## src/design/off_chip_bus_defs.svh

```systemverilog
// constants of the off-chip bus unit
`ifndef OFF_CHIP_BUS_DEFS_SVH
`define OFF_CHIP_BUS_DEFS_SVH
`define ADDR_BITS        24
`define DATA_BITS        16
`define WINDOWS          4
`define SPACE_16M        2'h0
`define SPACE_1M         2'h1
`define SPACE_256K       2'h2
`define SPACE_64K        2'h3
`define UPPER_MASK_16M   8'hff
`define UPPER_MASK_1M    8'h0f
`define UPPER_MASK_256K  8'h03
`define UPPER_MASK_64K   8'h00
`define SELECTS_IDLE     5'h1f
`define SEL_DEFAULT      3'h0
`define CNT_ZERO         4'h0
`endif

```

## src/design/off_chip_bus_pkg.sv

```systemverilog
// types of the off-chip bus unit
package off_chip_bus_pkg;
   typedef enum logic [6:0] {
      ST_IDLE  = 7'h01,
      ST_ALE   = 7'h02,
      ST_ALE2  = 7'h04,
      ST_DLY   = 7'h08,
      ST_STRB  = 7'h10,
      ST_RECOV = 7'h20,
      ST_HOLD  = 7'h40
   } bus_state_e;

   // one address window: base in 4 KB units, size as a power-of-two shift
   typedef struct packed {
      logic [11:0] base;
      logic [3:0]  size;
   } win_sel_s;

   typedef struct packed {
      logic       enable;
      logic       mux;
      logic       wide;
      logic       ale_long;
      logic       rw_delay;
      logic       tristate;
      logic       ready_en;
      logic       ready_polarity_bit;
      logic [3:0] waits;
   } bus_cfg_s;
endpackage : off_chip_bus_pkg

```

## src/design/off_chip_bus_unit.sv

```systemverilog
// external bus controller: windows, timing, chip selects, arbitration
`timescale 1ns/1ps
`include "off_chip_bus_defs.svh"

// Contract
// single-chip mode or bus modes, 16-24 address bits, 8/16 data, muxed or not.
// demuxed: address on address port, data on data port or its low byte.
// muxed: one port carries address phase then data phase.
// cycle length, tristate recovery, latch strobe width, strobe delay configurable.
// four windows, each a select and bus configuration pair.
// window four beats three, window two beats one on overlap.
// addresses outside all windows use the default configuration.
// five chip selects, one per window plus default.
// with ready enabled, cycles extend until ready shows its active level.
// per-window polarity bit picks the active level of ready.
// arbitration enable bit hands request, acknowledge and hold pins to controller.
// after reset the controller is master and acknowledge is an output (here acknowledge is driven only once the arbitration enable bit has been seen).
// direction bit one selects slave mode; acknowledge becomes an input.
// address space limited to 16M, 1M, 256K, 64K; upper lines 8, 4, 2, 0.
// by default selects change half a clock after latch strobe rises.
// with select timing bit set, selects change with latch strobe.
// on hold, finish cycle, float, acknowledge; retake bus after release.
module off_chip_bus_unit
   import off_chip_bus_pkg::*;
#(
   parameter int ADDR_W = `ADDR_BITS,
   parameter int DATA_W = `DATA_BITS
) (
   input  wire logic                sys_clk,
   input  wire logic                reset_n,
   input  wire logic                req_valid,
   output logic                     req_ready,
   input  wire logic                req_write,
   input  wire logic [ADDR_W-1:0]   req_addr,
   input  wire logic [DATA_W-1:0]   req_wdata,
   output logic                     rsp_valid,
   output logic                     rsp_error,
   output logic [DATA_W-1:0]        rsp_rdata,
   input  wire logic                single_chip,
   input  wire logic [1:0]          addr_space_sel,
   input  wire win_sel_s [3:0]      window_select_reg,
   input  wire bus_cfg_s [3:0]      window_bus_config_reg,
   input  wire bus_cfg_s            default_bus_config_reg,
   input  wire logic                select_timing_bit,
   input  wire logic                arbitration_enable_bit,
   input  wire logic                port6_pin7_direction,
   output logic [15:0]              address_port,
   output logic [7:0]               upper_addr,
   output logic                     bus_oe,
   output logic [15:0]              data_port_out,
   output logic [15:0]              data_port_oe,
   input  wire logic [15:0]         data_port_in,
   output logic                     ale,
   output logic                     rd_n,
   output logic                     wr_n,
   output logic [4:0]               window_select_out_n,
   input  wire logic                ready_in,
   input  wire logic                hold_n,
   output logic                     bus_want_out_n,
   output logic                     bus_grant_ack_out_n,
   output logic                     bus_grant_ack_oe,
   input  wire logic                bus_grant_ack_in_n
);

   if (ADDR_W != 24 || DATA_W != 16) begin : g_check
      $error("off_chip_bus_unit supports 24 address and 16 data bits only");
   end

   function automatic logic win_hit(input logic [23:0] a, input win_sel_s w);
      win_hit = ((a[23:12] >> w.size) == (w.base >> w.size));
   endfunction : win_hit

   bus_state_e  state;
   bus_state_e  next_state;
   logic [3:0]  cnt;
   logic [3:0]  next_cnt;
   bus_cfg_s    cur_cfg;
   logic [2:0]  cur_sel;
   logic [23:0] cur_addr;
   logic [15:0] cur_wdata;
   logic        cur_write;
   logic        arb_on;
   logic [4:0]  cs_early;
   logic [4:0]  cs_half;

   // window priority: four, three, two, one, then default
   wire [3:0] hit;
   assign hit[0] = window_bus_config_reg[0].enable && win_hit(req_addr, window_select_reg[0]);
   assign hit[1] = window_bus_config_reg[1].enable && win_hit(req_addr, window_select_reg[1]);
   assign hit[2] = window_bus_config_reg[2].enable && win_hit(req_addr, window_select_reg[2]);
   assign hit[3] = window_bus_config_reg[3].enable && win_hit(req_addr, window_select_reg[3]);
   // overlap priority
   wire [2:0] pick_sel = hit[3] ? 3'h4 : hit[2] ? 3'h3 :
                         hit[1] ? 3'h2 : hit[0] ? 3'h1 : `SEL_DEFAULT;
   // configuration choice
   wire bus_cfg_s pick_cfg = (pick_sel == `SEL_DEFAULT) ? default_bus_config_reg
                           : window_bus_config_reg[2'(pick_sel - 3'h1)];

   // single chip or a disabled default refuses the access with an error
   wire no_bus = single_chip || !pick_cfg.enable;

   // arbitration roles
   wire master  = !port6_pin7_direction;
   wire own_bus = !arb_on || master || !bus_grant_ack_in_n;
   wire hold_rq = arb_on && master && !hold_n;

   assign req_ready = (state == ST_IDLE) && !hold_rq && (own_bus || no_bus);
   wire take = req_valid && req_ready;

   // ready level per window
   wire ready_ok = !cur_cfg.ready_en || (ready_in == cur_cfg.ready_polarity_bit);
   // cycle ends after waits and ready
   wire strb_done = (cnt == `CNT_ZERO) && ready_ok;

   always_comb begin
      next_state = state;
      next_cnt   = cnt;
      case (state)
         ST_IDLE: begin
            if (hold_rq)
               next_state = ST_HOLD;
            else if (take && !no_bus)
               next_state = ST_ALE;
         end
         // latch strobe width
         ST_ALE: begin
            next_state = cur_cfg.ale_long ? ST_ALE2 : cur_cfg.rw_delay ? ST_DLY : ST_STRB;
            next_cnt   = cur_cfg.waits;
         end
         ST_ALE2: begin
            next_state = cur_cfg.rw_delay ? ST_DLY : ST_STRB;
         end
         // strobe delay
         ST_DLY: begin
            next_state = ST_STRB;
         end
         ST_STRB: begin
            if (strb_done) begin
               next_state = ST_RECOV;
               next_cnt   = {3'h0, cur_cfg.tristate};
            end else if (cnt != `CNT_ZERO) begin
               next_cnt = cnt - 4'h1;
            end
         end
         // tristate recovery
         ST_RECOV: begin
            if (cnt == `CNT_ZERO)
               next_state = ST_IDLE;
            else
               next_cnt = cnt - 4'h1;
         end
         // give bus back only once hold is withdrawn
         ST_HOLD: begin
            if (hold_n || !arb_on)
               next_state = ST_IDLE;
         end
         default: begin
            next_state = ST_IDLE;
         end
      endcase
   end

   always_ff @(posedge sys_clk or negedge reset_n) begin
      if (!reset_n) begin
         state <= ST_IDLE;
         cnt   <= `CNT_ZERO;
      end else begin
         state <= next_state;
         cnt   <= next_cnt;
      end
   end

   always_ff @(posedge sys_clk or negedge reset_n) begin
      if (!reset_n) begin
         cur_cfg   <= '0;
         cur_sel   <= `SEL_DEFAULT;
         cur_addr  <= 24'h00_0000;
         cur_wdata <= 16'h0000;
         cur_write <= 1'b0;
      end else if (take) begin
         cur_cfg   <= pick_cfg;
         cur_sel   <= pick_sel;
         cur_addr  <= req_addr;
         cur_wdata <= req_wdata;
         cur_write <= req_write;
      end
   end

   // pins stay with the controller once the enable has been seen
   always_ff @(posedge sys_clk or negedge reset_n) begin
      if (!reset_n)
         arb_on <= 1'b0;
      else if (arbitration_enable_bit)
         arb_on <= 1'b1;
   end

   // response: error in one cycle, otherwise at the end of the strobe
   always_ff @(posedge sys_clk or negedge reset_n) begin
      if (!reset_n) begin
         rsp_valid <= 1'b0;
         rsp_error <= 1'b0;
         rsp_rdata <= 16'h0000;
      end else begin
         rsp_valid <= (take && no_bus) || (state == ST_STRB && strb_done);
         rsp_error <= take && no_bus;
         if (state == ST_STRB && strb_done && !cur_write)
            rsp_rdata <= cur_cfg.wide ? data_port_in : {8'h00, data_port_in[7:0]};
      end
   end

   // output decode of the coming state, registered below
   wire in_cycle = (next_state != ST_IDLE) && (next_state != ST_HOLD);
   wire addr_ph  = (next_state == ST_ALE) || (next_state == ST_ALE2);
   wire data_ph  = (next_state == ST_DLY) || (next_state == ST_STRB);
   wire strobe   = (next_state == ST_STRB);
   wire bus_cfg_s nx_cfg = (state == ST_IDLE) ? pick_cfg : cur_cfg;
   wire [23:0] nx_addr   = (state == ST_IDLE) ? req_addr : cur_addr;
   wire [15:0] nx_wdata  = (state == ST_IDLE) ? req_wdata : cur_wdata;
   wire        nx_write  = (state == ST_IDLE) ? req_write : cur_write;
   wire [2:0]  nx_sel    = (state == ST_IDLE) ? pick_sel : cur_sel;
   wire [15:0] lane_mask = nx_cfg.wide ? 16'hffff : 16'h00ff;

   // upper address lines by space size
   wire [7:0] upper_mask = (addr_space_sel == `SPACE_16M) ? `UPPER_MASK_16M :
                           (addr_space_sel == `SPACE_1M)  ? `UPPER_MASK_1M  :
                           (addr_space_sel == `SPACE_256K)? `UPPER_MASK_256K :
                                                            `UPPER_MASK_64K;

   // muxed port carries address then data; R2 demuxed uses two ports
   wire [15:0] nx_data_out = (nx_cfg.mux && addr_ph) ? nx_addr[15:0] : nx_wdata;
   wire        drive_data  = (nx_cfg.mux && addr_ph) || (nx_write && data_ph);
   wire [15:0] nx_data_oe  = !drive_data ? 16'h0000 :
                             (nx_cfg.mux && addr_ph) ? 16'hffff : lane_mask;
   wire [4:0]  nx_cs       = in_cycle ? ~(5'h01 << nx_sel) : `SELECTS_IDLE;

   always_ff @(posedge sys_clk or negedge reset_n) begin
      if (!reset_n) begin
         address_port  <= 16'h0000;
         upper_addr    <= 8'h00;
         data_port_out <= 16'h0000;
         data_port_oe  <= 16'h0000;
         ale           <= 1'b0;
         rd_n          <= 1'b1;
         wr_n          <= 1'b1;
         cs_early      <= `SELECTS_IDLE;
      end else begin
         // demuxed address port
         address_port  <= (in_cycle && !nx_cfg.mux) ? nx_addr[15:0] : 16'h0000;
         upper_addr    <= in_cycle ? (nx_addr[23:16] & upper_mask) : 8'h00;
         data_port_out <= nx_data_out;
         data_port_oe  <= nx_data_oe;
         ale           <= addr_ph;
         rd_n          <= !(strobe && !nx_write);
         wr_n          <= !(strobe && nx_write);
         // selects move with the latch strobe
         cs_early      <= nx_cs;
      end
   end

   // half-cycle late copy on the falling edge
   always_ff @(negedge sys_clk or negedge reset_n) begin
      if (!reset_n)
         cs_half <= `SELECTS_IDLE;
      else
         cs_half <= cs_early;
   end

   // five selects
   assign window_select_out_n = select_timing_bit ? cs_early : cs_half;

   // float first, acknowledge one cycle later
   always_ff @(posedge sys_clk or negedge reset_n) begin
      if (!reset_n) begin
         bus_oe              <= 1'b1;
         bus_grant_ack_out_n <= 1'b1;
      end else begin
         bus_oe              <= (next_state != ST_HOLD) && (own_bus || next_state != ST_IDLE);
         bus_grant_ack_out_n <= !(state == ST_HOLD && next_state == ST_HOLD);
      end
   end

   // acknowledge pin direction
   assign bus_grant_ack_oe = arb_on && master;
   assign bus_want_out_n   = !(arb_on && req_valid &&
                               ((master && state == ST_HOLD) || (!master && !own_bus)));
endmodule : off_chip_bus_unit

```

## config.mk

```make
export PLATFORM = sky130hd
export DESIGN_NAME = off_chip_bus_unit
export DESIGN_NICKNAME = d
export VERILOG_FILES = /design/src/design/off_chip_bus_pkg.sv /design/src/design/off_chip_bus_unit.sv
export VERILOG_INCLUDE_DIRS = /design/src /design/src/design
export SDC_FILE = /design/constraint.sdc
export NUM_CORES = 1
export LEC_CHECK = 0
export BUFFER_PORTS_ARGS = -buffer_cell sky130_fd_sc_hd__buf_2
export CAP_MARGIN = 20
export CORE_MARGIN = 2
export CORE_UTILIZATION = 52
export CTS_BUF_LIST = sky130_fd_sc_hd__clkbuf_2
export CTS_CLUSTER_DIAMETER = 150
export DETAILED_ROUTE_END_ITERATION = 10
export GPL_TIMING_DRIVEN = 0
export PLACE_DENSITY = 0.91
export REMOVE_ABC_BUFFERS = 1
export SYNTH_ARGS = -nofsm -noshare
export SYNTH_HDL_FRONTEND = slang
export SYNTH_SLANG_ARGS = --single-unit
```

## constraint.sdc

```tcl
create_clock -name sys_clk -period 7.81 [get_ports sys_clk]
set_clock_uncertainty 0.1 [all_clocks]
set_input_delay 1.562 -clock sys_clk [delete_from_list [all_inputs] [get_ports sys_clk]]
set_output_delay 1.562 -clock sys_clk [all_outputs]
set_load 0.02 [all_outputs]
```

# --- Word level (Yosys, flattened, before mapping) ---
# Index checks and enable logic that the tools add are counted.
word_totals:
  output_inout_bits: 87
  word_cells: 162
  in_bits: 193
  mem_count: 0
  mem_bits_rw: 0
  rom_bits: 0
  latch_bits: 0
  register_bits: 156
op_classes:
  add_sub_neg: 2
  magnitude_cmp: 1
  eq_ne: 23
  n_mul: 0
  muxes: 36
  n_bitwise: 2
  div_mod_pow: 0
  shifts: 9
  reduce_logical: 60
ops:
  columns: ["operator", "count"]
  rows:
  - ["$mux W16", 7]
  - ["$shr A12 B4 Y12", 8]
  - ["$pmux W7 S7", 1]
  - ["$eq A12 B12 Y1", 4]
  - ["$mux W7", 6]
  - ["$logic_and A1 B1 Y1", 26]
  - ["$bmux W12 S2", 1]
  - ["$mux W12", 2]
  - ["$mux W24", 1]
  - ["$logic_not A1 Y1", 16]
  - ["$mux W4", 4]
  - ["$mux W8", 2]
  - ["$mux W5", 3]
  - ["$eq A7 B2 Y1 const B", 2]
  - ["$eq A7 B3 Y1 const B", 2]
  - ["$eq A7 B4 Y1 const B", 2]
  - ["$eq A7 B5 Y1 const B", 2]
  - ["$eq A7 B7 Y1 const B", 2]
  - ["$logic_or A1 B1 Y1", 12]
  - ["$pmux W4 S3", 1]
  - ["$mux W11", 1]
  - ["$and A8 B8 Y8", 1]
  - ["$eq A7 B1 Y1 const B", 1]
  - ["$eq A7 B6 Y1 const B", 1]
  - ["21 further kinds", 25]

# --- Longest topological paths before layout ---
# Gate-level depths: netlist (run 1).
depth:
  depth_word: 25
  depth_mapped: 22

==> results.md, run 1 <==
- Status: complete, no violations
- Worst slack, placed: -0.1532 ns
- Via count: 6876
- Initial Util: 0.5354
- EDFF count, synth: 0
- CP Cell Sequence: buf_2 -> xnor2_1 -> nand2b_1 -> a2111oi_0 -> o21ai_0 -> a211oi_1 -> o21ai_1 -> a21oi_4 -> inv_1 -> ha_2 -> nand2_1 -> o22a_1 -> mux2i_1 -> o21ai_0 -> nor2_1 -> nor2_1 -> buf_2
- # DRC: 0
- Reg-to-reg slack, setup: 3.14 ns
- Main flop type after synthesis: dfrtp_1
- # setup viols final: 0
- CP max FO: 18
- Util after Layout: 0.6535
- RSZ-0062 raised after global routing: no
- WL/cell: 17.13 um
- Peak VDD IR: 0.1869 mV
- Initial antenna violation count: 3
- Slowest-stage cell, CP: ha_2
- Final Max Tran Viols: 0
- Port Buf Inserts: 279
- Die area: 0.01608 mm2
- Worst hold path type: flip-flop to flip-flop
- Slowest cell delay on critical path: 0.58 ns
- Global-route usage over all layers: 0.2603
- FF-to-FF End: cs_half[4]
- Power share of the clock group: 0.145
- WHS Path Cells: 2
- Pwr/cell area: 289.1 mW/mm2
- Synth area leaders: dfrtp_1 41%, mux2_2 6.9%, nand2_1 6.5%
- Final hold vios: 0
- Measured slew at the worst slew-check pin: 1.035 ns
- Achievable Freq: 139.9 MHz
- Syn Inst Count: 780
- Vias per Instance: 5.590
- Post-DRT Antenna Nets: 0
- Setup TNS Final: 0 ns
- Post-CTS Hold Fix Bufs: 0
- Mean Syn Cell Area: 10.05 um2
- CTS root buf: clkbuf_2
- Skew-Pair Late Insertion Delay: 0.71 ns
- Critical Path Start Type: input pin
- Vias in the first global route: 6615
- Layout overhead on the synthesized area: 22.06%
- Switching power: 1.134 mW
- GR Overflow Total: 0
- P_leak: 4.717 nW
- 1st-iter DRT viols: 470
- Hold path start: rsp_rdata[14]
- Final WS setup: 0.6633 ns
- Largest net degree at the start of global routing: 84
- Reg2reg start: cs_early[4]
- DP Wirelength: 16.12 mm
- Max_cap viols: 0
- Hold Path End: rsp_rdata[14]
- Minimum clock period: 7.147 ns
- CTS tree: built
- Slew Limit Headroom: 0.3076
- Power share of the combinational group: 0.442
- Crit path kind: input pin to output pin
- Num Clock Sinks: 142
- P_int: 1.632 mW
- Synth async-reset ratio: 1.000
- First-pass iteration count of the detailed router: 7
- Synth warnings: 0
- Number of synthesized register bits: 142
- Clk slew on worst S/H paths: 0.19 ns
- Reg2Reg Depth: 0
- Std-Cell Rows: 44
- CP arrival: 5.48 ns
- Top cells by count, synth: 135 x nand2_1, 127 x dfrtp_1, 48 x mux2_2
- Share of layout cells above drive strength 1: 0.4057
- Routed WL: 21.07 mm
- Cell taking the most area after synthesis: dfrtp_1
- CTS Buf Count: 17
- First-pass GRT wire length: 32.88 mm
- Clock Path Buffers: 2
- Count leader, synth: nand2_1
- Critical Path RT: 6.15 ns
- Mapped cell area: 0.007840 mm2
- H-tree depth: 4
- # IOs: 280
- Core area: 0.01464 mm2
- Die H: 126.8 um
- Setup crit end kind: output pin
- Tcrit/Tclk final: 0.9151
- Reg power frac: 0.413
- Sw Share: 0.4100
- Synth top area share: 0.4054
- Routability cong.: 0.9181
- Synth cell types: 68
- Post-synthesis sequential area ratio: 0.4556
- Nets: 1228
- Die span in x: 126.8 um
## logic make-up after synthesis
kind of cell,after synthesis,synth area share
AND/OR/NAND/NOR,238,0.1393
AO/OA/AOI/OAI,166,0.1396
flip-flops,142,0.4556
multiplexers,98,0.1487
buffers and inverters,82,0.05394
XOR/XNOR,51,0.05793
adder cells (fa/ha/maj),3,0.004788
## routing by layer
metal  vias up  track usage  wire, um
met1      3295       0.3230      8578
met5         -            0        13
met2       300       0.4404     10450
met3        50      0.05441      1416
met4         2       0.1176       614
li1       3229            -         -
## layout make-up
type	instances	area, um2
tap	184	230.2
clock buffer	19	95.09
fill	1174	5075
multi-input combinational	556	3871
clock inverter	18	136.4
inverter	20	75.07
antenna	1	2.502
sequential	142	3572
timing repair buffer	290	1587
## through the flow
stage          power (mW)  hold slack (ns)  std cells  cell area [um2]
5_1_grt             2.954           0.4296       1230             9569
4_1_cts             2.785           0.3928       1226             9535
6_report            2.766           0.3880       1230             9569
3_3_place_gp        2.300           0.3443       1182             9123
3_5_place_dp        2.386           0.3514       1190             9300
2_1_floorplan       1.924           0.3434        719             7496
## sequential cells by signal (all words and copies together) (netlist names)
signal,cells
address_port,16
data_port_out,16
cur_cfg,11
rsp_valid,1
upper_addr,8
cur_addr,24
cs_early,5
state,7
bus_grant_ack_out_n,1
rsp_error,1
ale,1
cur_wdata,16
cur_sel,3
cnt,4
cur_write,1
arb_on,1
data_port_oe,2
rsp_rdata,16
cs_half,5
rd_n,1
bus_oe,1
wr_n,1
## layout by cell type, fill, tap and decap left out, types with 5 or more instances in the layout
cell type	n
a21boi_0	5
a21oi_1	34
a21oi_2	11
buf_2	278
clkbuf_2	19
dfrtp_1	127
dfstp_2	15
inv_1	25
mux2_2	48
mux2i_1	40
mux4_2	10
nand2_1	135
nand2b_1	8
nand3_1	17
nand3b_1	5
nor2_1	30
nor3_1	8
nor4_1	5
o211ai_1	7
o21ai_0	40
o22ai_1	19
or2_2	5
xnor2_1	26
xor2_1	24
## critical path, delay by kind of cell
family | cells | cell delay [ns]
AOI/OAI and AO/OA | 7 | 1.82
xor gates and xnor gates | 1 | 0.27
adders and majority gates | 1 | 0.58
buffers and inverters | 3 | 0.46
muxes | 1 | 0.34
and+or+nand+nor | 4 | 0.45
## worst max path at each step
stage,cells past startpoint,end,startpoint
6_report,17,req_ready,req_addr[17]
5_1_grt,17,req_ready,req_addr[17]
4_1_cts,17,req_ready,req_addr[17]
3_5_place_dp,17,req_ready,req_addr[17]
3_3_place_gp,17,data_port_out[11],req_addr[17]
2_1_floorplan,16,data_port_out[0],req_addr[17]
## power groups by stage
stage | Sequential [mW] | Clock, mW | Combinational (mW)
after floorplan | 1.25 | 0.00477 | 0.667
after global placement | 1.14 | 0.00477 | 1.15
after detailed placement | 1.16 | 0.00477 | 1.22
after CTS | 1.14 | 0.414 | 1.23
after global routing | 1.17 | 0.448 | 1.33
final | 1.14 | 0.400 | 1.22
## what timing repair did
item,in CTS,in global routing
buffers inserted,0,2
hold endpoints to repair,0,0
gates resized for setup,1,1
pin swaps,0,1
endpoints found under the setup margin,1,1
Power figures use the tool's default switching activity.
==> inputs of run 2 (changes only) <==
Settings changed: GPL_TIMING_DRIVEN 0 to 1.
==> results.md, run 2 (synthesis gave the netlist of run 1 again) <==
- Largest net degree at the start of global routing: 57 (was 84)
- P_leak: 4.724 nW (was 4.717 nW)
- Sw Share: 0.4061 (was 0.4100)
- Power share of the clock group: 0.166 (was 0.145)
- Power share of the combinational group: 0.425 (was 0.442)
- Routed WL: 21.57 mm (was 21.07 mm)
- GR Overflow Total: 0 (unchanged)
- First-pass iteration count of the detailed router: 5 (was 7)
- Worst hold path type: flip-flop to flip-flop (unchanged)
- Total power: 2.799 mW (was 2.766 mW)
- CTS root buf: clkbuf_2 (unchanged)
- Layout overhead on the synthesized area: 21.32% (was 22.06%)
- P_int: 1.662 mW (was 1.632 mW)
- Vias per Instance: 5.659 (was 5.590)
- WL/cell: 17.54 um (was 17.13 um)
- Clk slew on worst S/H paths: 0.18 ns (was 0.19 ns)
- Initial Util: 0.5354 (unchanged)
- Std-Cell Rows: 44 (unchanged)
- Routability cong.: 0.9349 (was 0.9181)
- Setup TNS Final: 0 ns (unchanged)
- Clock Path Buffers: 2 (unchanged)
- Core area: 0.01464 mm2 (unchanged)
- CP delay by family, top: compound AO/OA/AOI/OAI gates (unchanged)
- Post-DRT Antenna Nets: 0 (unchanged)
- Setup bufs post-CTS: 0 (unchanged)
- H-tree depth: 4 (unchanged)
- Most common cell after layout, fill and taps aside: buf_2 (unchanged)
- Max_cap viols: 0 (unchanged)
- Status: complete, no violations (unchanged)
- 1st-iter DRT viols: 474 (was 470)
- Post-CTS Hold Fix Bufs: 0 (unchanged)
- Port Buf Inserts: 279 (unchanged)
- Measured slew at the worst slew-check pin: 1.060 ns (was 1.035 ns)
- Reg area: 0.003572 mm2 (unchanged)
- Nets: 1228 (unchanged)
- Minimum clock period: 7.097 ns (was 7.147 ns)
- Multi-input gate area: 0.003861 mm2 (was 0.003871 mm2)
- Achievable Freq: 140.9 MHz (was 139.9 MHz)
- CP max FO: 18 (unchanged)
- Most frequent cells in the layout: 278 x buf_2, 135 x nand2_1, 127 x dfrtp_1, 48 x mux2_2 (unchanged)
- # setup viols final: 0 (unchanged)
- Final Max Tran Viols: 0 (unchanged)
- CTS tree: built (unchanged)
- Die area: 0.01608 mm2 (unchanged)
- Critical Path Start Type: input pin (unchanged)
- Tcrit/Tclk final: 0.9086 (was 0.9151)
- # DRC: 0 (unchanged)
- Global-route usage over all layers: 0.2692 (was 0.2603)
- Switching power: 1.137 mW (was 1.134 mW)
- CTS Buf Count: 17 (unchanged)
- Reg power frac: 0.409 (was 0.413)
- # IOs: 280 (unchanged)
- Initial antenna violation count: 1 (was 3)
- Crit path kind: input pin to output pin (unchanged)
- Slowest cell delay on critical path: 0.46 ns (was 0.58 ns)
- Slowest-stage cell, CP: a2111oi_0 (was ha_2)
- Num Clock Sinks: 142 (unchanged)
- Buffer and inverter count on the worst path: 4 (was 3)
- Peak VDD IR: 0.1658 mV (was 0.1869 mV)
- CP Cell Sequence: buf_2 -> xnor2_1 -> nand2b_1 -> a2111oi_0 -> o21ai_0 -> a211oi_1 -> o21ai_1 -> a21oi_2 -> inv_1 -> ha_1 -> buf_4 -> nand2_1 -> or4_1 -> o211ai_2 -> o21ai_0 -> nor2_1 -> nor2_1 -> buf_2 (was buf_2 -> xnor2_1 -> nand2b_1 -> a2111oi_0 -> o21ai_0 -> a211oi_1 -> o21ai_1 -> a21oi_4 -> inv_1 -> ha_2 -> nand2_1 -> o22a_1 -> mux2i_1 -> o21ai_0 -> nor2_1 -> nor2_1 -> buf_2)
- Pwr/cell area: 294.3 mW/mm2 (was 289.1 mW/mm2)
- Largest register FFs: 24 (unchanged)
- RSZ-0062 raised after global routing: no (unchanged)
- CP arrival: 5.43 ns (was 5.48 ns)
- Setup crit end kind: output pin (unchanged)
- Skew-Pair Late Insertion Delay: 0.69 ns (was 0.71 ns)
- Critical Path RT: 6.15 ns (about the same)
- DP Wirelength: 16.24 mm (was 16.12 mm)
- Die H: 126.8 um (unchanged)
- First-pass GRT wire length: 34.11 mm (was 32.88 mm)
- CTS resizes: 0 (was 1)
- Slew Limit Headroom: 0.2910 (was 0.3076)
- Final hold vios: 0 (unchanged)
- Via count: 6960 (was 6876)
- Most flops, register: cur_addr (unchanged)
- Die span in x: 126.8 um (unchanged)
- Layout fillers: 1164 (was 1174)
- Share of layout cells above drive strength 1: 0.4057 (unchanged)
- Vias in the first global route: 6754 (was 6615)
==> run 2: cell count changes in the layout (fill, tap and decap cells not counted), sizes merged <==
| cell | delta |
|---|---|
| buf | +1 |
| bufinv | +2 |
| clkbuf | -2 |
| clkinv | -2 |
| clkinvlp | -4 |
| inv | +5 |
==> run 2: metal layers <==
layer / vias to the layer above / track usage / routed length, um
met2: 332 / 0.4645 / 10970
met3: 50 / 0.04935 / 1437
met1: 3355 / 0.3412 / 8653
li1: 3223 / - / -
met4: 0 / 0.09696 / 512
met5: - / 0 / 0
==> run 2: final cells by class <==
cell class              instances  share of cell area
repair buffers                290              0.1575
inverters                      20            0.007893
diodes                          1           0.0002631
multi-input cells             556              0.4059
clock buffers                  18            0.009471
clock inverters                19             0.01921
flip-flops and latches        142              0.3756
well taps                     184             0.02420
==> run 2: final timing paths <==
path / startpoint / end / slack [ns] / cells after the start
min reg2reg: rsp_rdata[11] / rsp_rdata[11] / 0.39 / 2
max: req_addr[17] / req_ready / 0.71 / 18
max in group asynchronous: reset_n / cs_half[2] / 2.68 / 1
min: rsp_rdata[11] / rsp_rdata[11] / 0.39 / 2
min in group asynchronous: reset_n / cur_write / 0.64 / 1
max reg2reg: cs_early[2] / cs_half[2] / 3.14 / 0
==> run 2: metrics by stage <==
stage                     cell area (um2)  setup slack (ns)    util  hold WS (ns)  std cells
after floorplan                      7496            0.2016       -        0.3434        719
after global placement               9233             1.127  0.6305        0.3436       1192
after detailed placement             9233            0.8105  0.6305        0.3523       1192
after CTS                            9502            0.6790  0.6488        0.3906       1228
after global routing                 9512            0.3460  0.6495        0.4029       1230
final                                9512            0.7134  0.6495        0.3855       1230
==> run 2: power by group through the flow <==
stage	clock network, mW	registers (mW)	logic [mW]
2_1_floorplan	0.00477	1.25	0.667
3_3_place_gp	0.00477	1.15	1.15
3_5_place_dp	0.00477	1.16	1.19
4_1_cts	0.476	1.14	1.20
5_1_grt	0.518	1.17	1.29
6_report	0.464	1.14	1.19
==> inputs of run 3 (changes only) <==
Settings changed: CORE_UTILIZATION 52 to 30, PLACE_DENSITY 0.91 to 0.61.
==> results.md, run 3 (synthesis gave the netlist of run 1 again) <==
- Status: complete, no violations (unchanged)
- Die H: 165.7 um (was 126.8 um)
- CTS resizes: 0 (unchanged)
- Global-route usage over all layers: 0.1722 (was 0.2692)
- Slowest cell delay on critical path: 0.52 ns (was 0.46 ns)
- Largest net degree at the start of global routing: 73 (was 57)
- P_leak: 4.716 nW (was 4.724 nW)
- Critical Path Start Type: flip-flop (was input pin)
- Final Max Tran Viols: 0 (unchanged)
- Sw Share: 0.4114 (was 0.4061)
- First-pass GRT wire length: 37.14 mm (was 34.11 mm)
- RSZ-0062 raised after global routing: no (unchanged)
- Slew Limit Headroom: 0.2821 (was 0.2910)
- Power share of the clock group: 0.174 (was 0.166)
- Hold path start: rsp_rdata[15] (was rsp_rdata[11])
- Slowest-stage cell, CP: dfstp_2 (was a2111oi_0)
- P_int: 1.670 mW (was 1.662 mW)
- Pwr/cell area: 292.0 mW/mm2 (was 294.3 mW/mm2)
- GR Overflow Total: 0 (unchanged)
- CP delay by family, top: flip-flops (was compound AO/OA/AOI/OAI gates)
- Most common cell after layout, fill and taps aside: buf_2 (unchanged)
- Worst hold path type: flip-flop to flip-flop (unchanged)
- Routability cong.: 0.8669 (was 0.9349)
- WL/cell: 17.27 um (was 17.54 um)
- CP max FO: 1 (was 18)
- Core area: 0.02584 mm2 (was 0.01464 mm2)
- Die area: 0.02744 mm2 (was 0.01608 mm2)
- # IOs: 280 (unchanged)
- Critical path startpoint: cs_half[3] (was req_addr[17])
- CTS root buf: clkbuf_2 (unchanged)
- Buffer and inverter count on the worst path: 1 (was 4)
- Final hold vios: 0 (unchanged)
- Switching power: 1.167 mW (was 1.137 mW)
- Reg power frac: 0.402 (was 0.409)
- Measured slew at the worst slew-check pin: 1.073 ns (was 1.060 ns)
- Final instance area: 0.009716 mm2 (was 0.009512 mm2)
- Layout overhead on the synthesized area: 23.92% (was 21.32%)
- Nets: 1228 (unchanged)
- Die span in x: 165.7 um (was 126.8 um)
- Crit path kind: flip-flop to output pin (was input pin to output pin)
- First-pass iteration count of the detailed router: 5 (unchanged)
- CP Cell Sequence: mux2_2 -> buf_2 (was buf_2 -> xnor2_1 -> nand2b_1 -> a2111oi_0 -> o21ai_0 -> a211oi_1 -> o21ai_1 -> a21oi_2 -> inv_1 -> ha_1 -> buf_4 -> nand2_1 -> or4_1 -> o211ai_2 -> o21ai_0 -> nor2_1 -> nor2_1 -> buf_2)
- Routed WL: 23.90 mm (was 21.57 mm)
- CTS Buf Count: 17 (unchanged)
- Most flops, register: cur_addr (unchanged)
- CP arrival: 5.40 ns (was 5.43 ns)
- Setup crit end kind: output pin (unchanged)
- Initial antenna violation count: 5 (was 1)
- Setup TNS Final: 0 ns (unchanged)
- Port Buf Inserts: 279 (unchanged)
- Clk slew on worst S/H paths: 0.23 ns (was 0.18 ns)
- Total power: 2.837 mW (was 2.799 mW)
- DP Wirelength: 17.68 mm (was 16.24 mm)
- # DRC: 0 (unchanged)
- Skew-Pair Late Insertion Delay: 0.70 ns (was 0.69 ns)
- H-tree depth: 4 (unchanged)
- Vias per Instance: 4.928 (was 5.659)
- Critical Path RT: 6.15 ns (about the same)
- Util after Layout: 0.3760 (was 0.6495)
- Max_cap viols: 0 (unchanged)
- Power share of the combinational group: 0.424 (was 0.425)
- Post-DRT Antenna Nets: 0 (unchanged)
- Vias in the first global route: 6660 (was 6754)
- # setup viols final: 0 (unchanged)
- Reg2reg start: cs_early[0] (was cs_early[2])
- Peak VDD IR: 0.1310 mV (was 0.1658 mV)
- 1st-iter DRT viols: 500 (was 474)
- Largest register FFs: 24 (unchanged)
- Post-CTS Hold Fix Bufs: 0 (unchanged)
- Num Clock Sinks: 142 (unchanged)
- Share of layout cells above drive strength 1: 0.4057 (unchanged)
- Setup bufs post-CTS: 0 (unchanged)
- Initial Util: 0.3034 (was 0.5354)
- Clock Path Buffers: 2 (unchanged)
- DP Area: 0.009420 mm2 (was 0.009233 mm2)
- Most frequent cells in the layout: 278 x buf_2, 135 x nand2_1, 127 x dfrtp_1, 48 x mux2_2 (unchanged)
- Std-Cell Rows: 59 (was 44)
- Via count: 6820 (was 6960)
- CTS tree: built (unchanged)
run 3: worst min-delay path: cells and delay by family, from the launching register on:
| kind | cells | cell delay [ns] |
|---|---|---|
| flip-flops | 1 | 0.39 |
| AND/OR/NAND/NOR | 2 | 0.10 |
run 3: power groups by stage:
stage	Combinational [mW]	Clock [mW]	Sequential (mW)
finish	1.20	0.494	1.14
CTS	1.22	0.519	1.14
global route	1.32	0.552	1.18
global placement	1.20	0.00477	1.15
detailed placement	1.22	0.00477	1.16
floorplan	0.667	0.00477	1.25
run 3: per-layer routing:
metal / routed length (um) / vias up / track usage
met4: 497 / 2 / 0.06352
li1: - / 3243 / -
met3: 1484 / 36 / 0.04158
met5: 13 / - / 0
met2: 11520 / 261 / 0.2780
met1: 10380 / 3278 / 0.2251
run 3: layout make-up:
type	instances	area (um2)
diodes	4	10.01
clock buffers	18	90.09
clock inverters	19	198.9
fillers	2627	16120
inverters	20	75.07
multi-input cells	556	3861
flip-flops and latches	142	3572
well taps	335	419.2
repair buffers	290	1489
run 3: path summary, 6_finish.rpt:
kind	cells after the start	slack (ns)	endpoint
worst min-delay path	2	0.40	rsp_rdata[15]
worst max-delay path	2	0.75	window_select_out_n[3]
worst min register to register	2	0.40	rsp_rdata[15]
min in group asynchronous	1	0.73	cnt[2]
max in group asynchronous	1	2.49	cs_half[1]
worst max register to register	0	3.14	cs_half[0]
run 3: metrics by stage:
stage	instances	worst slack (ns)	hold WS [ns]
final	1384	0.7452	0.3951
after global routing	1383	0.5435	0.4260
after floorplan	719	0.2016	0.3434
after CTS	1380	0.6512	0.4004
after global placement	1343	1.044	0.3494
after detailed placement	1344	0.9562	0.3528
